File: config.mk
export PLATFORM = sky130hd
export DESIGN_NAME = diag_output_global_config
export DESIGN_NICKNAME = d
export VERILOG_FILES = /design/src/logic/diag_cfg_pkg.sv /design/src/logic/diag_output_global_config.sv
export SDC_FILE = /design/constraint.sdc
export NUM_CORES = 1
export LEC_CHECK = 0
export BUFFER_PORTS_ARGS = -buffer_cell sky130_fd_sc_hd__buf_2
export CAP_MARGIN = 20
export CORE_MARGIN = 3
export CORE_UTILIZATION = 36
export DETAILED_ROUTE_END_ITERATION = 6
export PLACE_DENSITY = 0.73
export SKIP_CTS_REPAIR_TIMING = 1
export SYNTH_ARGS = -nofsm -noshare
export SYNTH_HDL_FRONTEND = slang
export SYNTH_SLANG_ARGS = --single-unit
File: constraint.sdc
create_clock -name MCLK -period 0.9 [get_ports MCLK]
set_input_delay 0.18 -clock MCLK [delete_from_list [all_inputs] [get_ports MCLK]]
set_output_delay 0.18 -clock MCLK [all_outputs]
set_load 0.02 [all_outputs]
File: src/logic/diag_cfg_pkg.sv
package diag_cfg_pkg;

  // ****************************************************************
  // register map
  // ****************************************************************
  localparam logic [7:0]  GLOBAL_CONFIGURATION_OFFSET = 8'h00;
  localparam logic [31:0] GLOBAL_CONFIGURATION_RESET  = 32'h0000_0002;
  // only these bits are held; the rest read as zero
  localparam logic [31:0] GLOBAL_CONFIGURATION_MASK   = 32'h6000_03FF;

  // ****************************************************************
  // field positions
  // ****************************************************************
  localparam int AXIS0_SILENT_CHOPPER_ENABLE_BIT = 0;
  localparam int AXIS0_PULSE_FILTER_ENABLE_BIT   = 1;
  localparam int AXIS0_DIRECTION_INVERT_BIT      = 2;
  localparam int PIN_A_DRIVER_FAULT_BIT          = 3;
  localparam int PIN_A_OVERTEMP_WARNING_BIT      = 4;
  localparam int PIN_A_STALL_OR_PULSE_BIT        = 5;
  localparam int PIN_B_STALL_OR_DIRECTION_BIT    = 6;
  localparam int AXIS0_INDEX_TO_PIN_B_BIT        = 7;
  localparam int PIN_A_DRIVE_TYPE_BIT            = 8;
  localparam int PIN_B_DRIVE_TYPE_BIT            = 9;
  localparam int PIN_A_SOURCE_SELECT_BIT         = 29;
  localparam int PIN_B_SOURCE_SELECT_BIT         = 30;

  // ****************************************************************
  // event carrier from the motion and driver logic
  // ****************************************************************
  typedef struct packed {
    logic stall;
    logic index;
    logic position_compare;
    logic motion_interrupt;
    logic ramp_step;
    logic ramp_direction;
    logic overtemp_warning;
    logic overtemp;
    logic short_to_ground;
  } event_in_s;

endpackage

File: src/logic/diag_output_global_config.sv
module diag_output_global_config (
  input  wire logic                    MCLK,
  input  wire logic                    RST_N,
  input  wire logic                    REG_WR_EN,
  input  wire logic                    REG_RD_EN,
  input  wire logic [7:0]              REG_ADDR,
  input  wire logic [31:0]             REG_WDATA,
  output logic      [31:0]             REG_RDATA,
  input  wire diag_cfg_pkg::event_in_s EVENTS,
  output logic                         FAULT_PIN_A_O,
  output logic                         FAULT_PIN_A_OE,
  output logic                         FAULT_PIN_B_O,
  output logic                         FAULT_PIN_B_OE,
  output logic                         AXIS0_DIRECTION_INVERT,
  output logic                         AXIS0_PULSE_FILTER_ENABLE,
  output logic                         AXIS0_SILENT_CHOPPER_ENABLE
);

  // ****************************************************************
  // configuration register
  // ****************************************************************
  logic [31:0] config_ff;
  logic        hit;

  assign hit = (REG_ADDR == diag_cfg_pkg::GLOBAL_CONFIGURATION_OFFSET);

  always_ff @(posedge MCLK or negedge RST_N) begin
    if (!RST_N) begin
      config_ff <= diag_cfg_pkg::GLOBAL_CONFIGURATION_RESET;
    end else if (REG_WR_EN && hit) begin
      config_ff <= REG_WDATA & diag_cfg_pkg::GLOBAL_CONFIGURATION_MASK;
    end
  end

  // read answer one cycle after the strobe; unmapped reads give zero
  always_ff @(posedge MCLK or negedge RST_N) begin
    if (!RST_N) begin
      REG_RDATA <= 32'h0000_0000;
    end else if (REG_RD_EN) begin
      REG_RDATA <= hit ? config_ff : 32'h0000_0000;
    end
  end

  // ****************************************************************
  // axis 0 controls
  // ****************************************************************
  assign AXIS0_DIRECTION_INVERT      = config_ff[diag_cfg_pkg::AXIS0_DIRECTION_INVERT_BIT];
  assign AXIS0_PULSE_FILTER_ENABLE   = config_ff[diag_cfg_pkg::AXIS0_PULSE_FILTER_ENABLE_BIT];
  assign AXIS0_SILENT_CHOPPER_ENABLE = config_ff[diag_cfg_pkg::AXIS0_SILENT_CHOPPER_ENABLE_BIT];

  // ****************************************************************
  // pin source selection
  // ****************************************************************
  logic sel_a;
  logic sel_b;
  logic mode_a;
  logic mode_b;
  logic nxt_pin_a_active;
  logic nxt_pin_b_active;

  assign sel_a  = config_ff[diag_cfg_pkg::PIN_A_SOURCE_SELECT_BIT];
  assign sel_b  = config_ff[diag_cfg_pkg::PIN_B_SOURCE_SELECT_BIT];
  assign mode_a = config_ff[diag_cfg_pkg::PIN_A_STALL_OR_PULSE_BIT];
  assign mode_b = config_ff[diag_cfg_pkg::PIN_B_STALL_OR_DIRECTION_BIT];

  always_comb begin
    nxt_pin_a_active = 1'b0;
    if (!sel_a && mode_a && EVENTS.stall) begin
      nxt_pin_a_active = 1'b1;
    end
    if (sel_a && !mode_a && EVENTS.motion_interrupt) begin
      nxt_pin_a_active = 1'b1;
    end
    if (sel_a && mode_a && EVENTS.ramp_step) begin
      nxt_pin_a_active = 1'b1;
    end
    if (config_ff[diag_cfg_pkg::PIN_A_OVERTEMP_WARNING_BIT] && EVENTS.overtemp_warning) begin
      nxt_pin_a_active = 1'b1;
    end
    if (config_ff[diag_cfg_pkg::PIN_A_DRIVER_FAULT_BIT] && (EVENTS.overtemp || EVENTS.short_to_ground)) begin
      nxt_pin_a_active = 1'b1;
    end
  end

  always_comb begin
    nxt_pin_b_active = 1'b0;
    if (config_ff[diag_cfg_pkg::AXIS0_INDEX_TO_PIN_B_BIT] && EVENTS.index) begin
      nxt_pin_b_active = 1'b1;
    end
    if (!sel_b && mode_b && EVENTS.stall) begin
      nxt_pin_b_active = 1'b1;
    end
    if (sel_b && !mode_b && EVENTS.position_compare) begin
      nxt_pin_b_active = 1'b1;
    end
    if (sel_b && mode_b && EVENTS.ramp_direction) begin
      nxt_pin_b_active = 1'b1;
    end
  end

  // ****************************************************************
  // pin output stages
  // ****************************************************************
  logic pin_a_active_ff;
  logic pin_b_active_ff;

  // pin A held active while reset is low
  always_ff @(posedge MCLK or negedge RST_N) begin
    if (!RST_N) begin
      pin_a_active_ff <= 1'b1;
    end else begin
      pin_a_active_ff <= nxt_pin_a_active;
    end
  end

  always_ff @(posedge MCLK or negedge RST_N) begin
    if (!RST_N) begin
      pin_b_active_ff <= 1'b0;
    end else begin
      pin_b_active_ff <= nxt_pin_b_active;
    end
  end

  // reset forces push-pull low on pin A regardless of drive type
  assign FAULT_PIN_A_O  = 1'b0 | (!pin_a_active_ff && config_ff[diag_cfg_pkg::PIN_A_DRIVE_TYPE_BIT]);
  assign FAULT_PIN_A_OE = pin_a_active_ff || config_ff[diag_cfg_pkg::PIN_A_DRIVE_TYPE_BIT];
  assign FAULT_PIN_B_O  = !pin_b_active_ff && config_ff[diag_cfg_pkg::PIN_B_DRIVE_TYPE_BIT];
  assign FAULT_PIN_B_OE = pin_b_active_ff || config_ff[diag_cfg_pkg::PIN_B_DRIVE_TYPE_BIT];

  // field views for the checks
  logic drive_a;
  logic drive_b;
  logic index_en;
  logic prewarn_en;
  logic fault_en;
  logic wdata_dir;
  logic wdata_filt;
  logic wdata_chop;

  assign drive_a    = config_ff[diag_cfg_pkg::PIN_A_DRIVE_TYPE_BIT];
  assign drive_b    = config_ff[diag_cfg_pkg::PIN_B_DRIVE_TYPE_BIT];
  assign index_en   = config_ff[diag_cfg_pkg::AXIS0_INDEX_TO_PIN_B_BIT];
  assign prewarn_en = config_ff[diag_cfg_pkg::PIN_A_OVERTEMP_WARNING_BIT];
  assign fault_en   = config_ff[diag_cfg_pkg::PIN_A_DRIVER_FAULT_BIT];
  assign wdata_dir  = REG_WDATA[diag_cfg_pkg::AXIS0_DIRECTION_INVERT_BIT];
  assign wdata_filt = REG_WDATA[diag_cfg_pkg::AXIS0_PULSE_FILTER_ENABLE_BIT];
  assign wdata_chop = REG_WDATA[diag_cfg_pkg::AXIS0_SILENT_CHOPPER_ENABLE_BIT];
endmodule

* Word level (Yosys, flattened, before mapping)
Cells that the tools add are included.
Widths: inputs -> output; s select.
** Cells by class
- Multiplexer cells :: 10
- Reduce and logical (&&, ||, !) cells :: 28
** Operator list (number)
- $mux 31 :: 1
- $logic_and 1x1->1 :: 18
- $mux 1 :: 9
- $logic_not 8->1 :: 1
- $logic_not 1->1 :: 6
- $logic_or 1x1->1 :: 3
** Storage, ports and cells
- Register bits :: 46
- Bits of input ports :: 53
- Output and inout bits :: 39
- Logic and storage cells :: 42

* Depth between registers and ports, before layout
- Depth in word-level cells :: 8
- Gate-level depth with buffers :: 4
- Gate-level depth less buffers :: 3

* Worst setup path after synthesis
No wires, ideal clock.
- Path kind :: in2reg
- From :: input port REG_ADDR[7]
- To :: register config_ff[29]
- Setup slack :: -0.322 ns
- Required time :: 0.775 ns
- Path buffers :: 1
- Cell stages on the path :: 4
- Arrival :: 1.097 ns
- Path through :: nor4_2 nand3_2 buf_6 mux2_4
** On the way
- Word-level cells in the longest chain between the ends :: 2
** Ends and longest elaborated chain
- start, declared :: line diag_output_global_config.sv:6 : input wire logic [7:0] REG_ADDR,
- $logic_not 8->1 :: line diag_output_global_config.sv:25 : assign hit = (REG_ADDR == diag_cfg_pkg::GLOBAL_CONFIGURATION_OFFSET);
- $logic_and 1x1->1 :: line diag_output_global_config.sv:30 : end else if (REG_WR_EN && hit) begin
- end signal, assigned :: line diag_output_global_config.sv:29 : config_ff <= diag_cfg_pkg::GLOBAL_CONFIGURATION_RESET;
- end signal, assigned :: line diag_output_global_config.sv:31 : config_ff <= REG_WDATA & diag_cfg_pkg::GLOBAL_CONFIGURATION_MASK;
- end, declared :: line diag_output_global_config.sv:22 : logic [31:0] config_ff;
Every way passes these cells.
A chain may end at the register's enable or synchronous reset.

* Worst setup path after layout
- From :: register pin_a_active_ff
- To :: output port FAULT_PIN_A_OE
** On the way
- Word-level cells in the longest chain between the ends :: 1
** Ends and longest elaborated chain
- start, declared :: line diag_output_global_config.sv:104 : logic pin_a_active_ff;
- start signal, assigned :: line diag_output_global_config.sv:112 : pin_a_active_ff <= nxt_pin_a_active;
- $logic_or 1x1->1 :: line diag_output_global_config.sv:126 : assign FAULT_PIN_A_OE = pin_a_active_ff || config_ff[diag_cfg_pkg::PIN_A_DRIVE_TYPE_BIT];
- end, declared :: line diag_output_global_config.sv:11 : output logic FAULT_PIN_A_OE,
Every way passes these cells.

==> results.yml <==
die:
  rows: 21
  die_area_um2: 4350
  die_x_um: 66.0
  ios: 92
  start_util: 0.382
  core_area_um2: 3390
  die_h_um: 66.0
global_routing:
  grt_pass1_wl_um: 4200
  grt_max_degree: 25
  grt_overflow: 0
  antenna_found_initial: 0
  grt_pass1_vias: 951
  grt_usage: 0.125
logic_synthesis:
  synth_edf_count: 0
  ys_types: 20
  async_flop_share: 1.00
  ys_seq_elements: 26
  syn_area_um2: 1290
  syn-instance-count: 117
  seq_area_frac_synth: 0.504
  ys.flop_type: "dfrtp_1"
  synth_warnings: 0
  syn_area_per_cell_um2: 11.1
final_layout:
  drive_above_1_share: 0.500
  antenna_cells: 0
  layout.cells.non_filler: 230
  nets: 238
  area_growth_pct: 44.5
drt:
  wl_per_cell_um: 11.7
  num_vias: 993
  vias_per_cell: 4.32
  routed_wl_um: 2700
  drt-pass1-iter-count: 4
  ant_nets: 0
  drc_errors: 0
  drtIter0Drc: 13
pwr:
  power_w: 0.00225
  power_leakage_nw: 0.962
  powerDensity_nw_per_um2: 1200
  peakVddDrop_v: 0.000647
status:
  violations: "negative setup slack"
  outcome: "finished with violations"
sta:
  fmax_ghz: 0.764
  rsz0062_at_grt: "yes"
  setup_ws_ns: -0.409
  finClkSkew_ns: 0.00329
  maxSlewViolCount: 0
  hold_viol: 0
  fin_crit_ns: 1.31
  fin_crit_sh: 1.45
  finalSetupViolations: 31
clock_tree:
  cts_sinks: 26
  clk_latency_ns: 0.32
  clk_path_buf_depth: 2
  clkSlewWorstSetupHoldPaths_ns: 0.14
  root_buffer: "clkbuf_4"
  htreeDepth: 1
  cts_buffers: 3
  cts_tree: "done"
setup_path:
  cp_cell_sequence: "or2_4 -> buf_6"
  cp-end-kind: "output port"
  cp_max_fo: 2
  max_stage_delay_ns: 0.59
  cp_slowest_cell: "dfstp_2"
  start_kind: "flop"
  critPathArrivalTime_ns: 1.13
  crit_type: "reg2out"
  worst-endpoint-required_ns: 0.72
worst_hold_path:
  hp-class: "in2reg"
run:
  drv_cap: 0
place:
  gp_congestion: 0.694
  port_buffers: 51
  dp_hpwl_um: 2050
  dpl.cell_count: 216
[cell usage in the layout, fill, tap and decap left out]
master and n:
buf_4 12, or2_4 2, o22ai_1 12, dfrtp_1 24, buf_2 29, dfstp_2 2, conb_1 20, o21ai_0 1
buf_6 25, nor2b_4 2, dlygate4sd3_1 1, mux2_2 2, mux2i_1 2, inv_1 12, nand3_2 1, nand2_1 14
buf_12 1, nand3_1 1, nor4_4 2, clkbuf_8 1, a21o_1 2, a21oi_1 3, mux2_4 10, clkbuf_4 3
[stage by stage]
stage                util  cell area, um2  setup WS [ns]  TNS (ns)  hold WS, ns
finish              0.552            1870         -0.409     -4.68       0.0613
global route        0.552            1870         -0.445     -5.97       0.0651
CTS                 0.480            1630         -0.460     -5.49       -0.219
detailed placement  0.469            1590         -0.437     -7.56        0.139
global placement    0.469            1590         -0.401     -6.89        0.138
floorplan               -            1390         -0.274     -3.10       -0.116
[cells by family after synthesis]
family | count (synthesis) | synth area share
buf+inv | 36 | 0.168
other cells | 1 | 0.00290
mux | 14 | 0.149
simple gates | 22 | 0.0908
flops | 26 | 0.504
compound gates | 18 | 0.0850
[cells in the mapped netlist (3+ instances only)]
cell type | instances | share of area
a21oi_1 | 3 | 0.012
buf_4 | 20 | 0.12
clkbuf_1 | 3 | 0.0087
dfrtp_1 | 24 | 0.46
inv_1 | 12 | 0.035
mux2_4 | 10 | 0.12
nand2_1 | 14 | 0.041
o22ai_1 | 12 | 0.058
[flip-flops by register name, indices dropped and copies added (netlist names)]
name / flops
REG_RDATA: 12
config_ff: 12
pin_a_active_ff: 1
pin_b_active_ff: 1
[cell type report]
cell class / instances / area (um2)
Fill cell: 304 / 1520
Sequential cell: 26 / 653
Timing Repair Buffer: 68 / 547
Multi-Input combinational cell: 74 / 533
Tap cell: 46 / 57.6
Inverter: 12 / 45.0
Clock buffer: 4 / 36.3
[report_power, final]
group          total [W]  internal [W]  switching [W]
combinational   0.000427      0.000208       0.000219
sequential       0.00125       0.00121      0.0000355
clock           0.000580      0.000247       0.000332
[worst max-delay path: cells and delay by family (launching register included)]
| kind | cells | cell delay, ns |
|---|---|---|
| simple gates | 1 | 0.12 |
| buf+inv | 1 | 0.10 |
| flops | 1 | 0.59 |
[metal layers]
metal | vias to the layer above | wire length, um | GRT usage
li1 | 478 | - | -
met1 | 473 | 1080 | 0.152
met2 | 40 | 1400 | 0.220
met3 | 2 | 192 | 0.0221
met4 | 0 | 19 | 0.0457
met5 | - | 0 | 0
[path summary, 6_finish.rpt]
| check | from | to | slack [ns] | cells past startpoint |
|---|---|---|---|---|
| min | EVENTS[7] | pin_b_active_ff | 0.06 | 2 |
| min in group asynchronous | RST_N | config_ff[29] | 0.31 | 2 |
| min reg2reg | config_ff[7] | pin_b_active_ff | 0.54 | 1 |
| max in group asynchronous | RST_N | config_ff[30] | 0.16 | 3 |
| max reg2reg | config_ff[8] | config_ff[8] | -0.08 | 3 |
| max | pin_a_active_ff | FAULT_PIN_A_OE | -0.41 | 2 |
No activity file was read; power rests on OpenSTA's default activity.
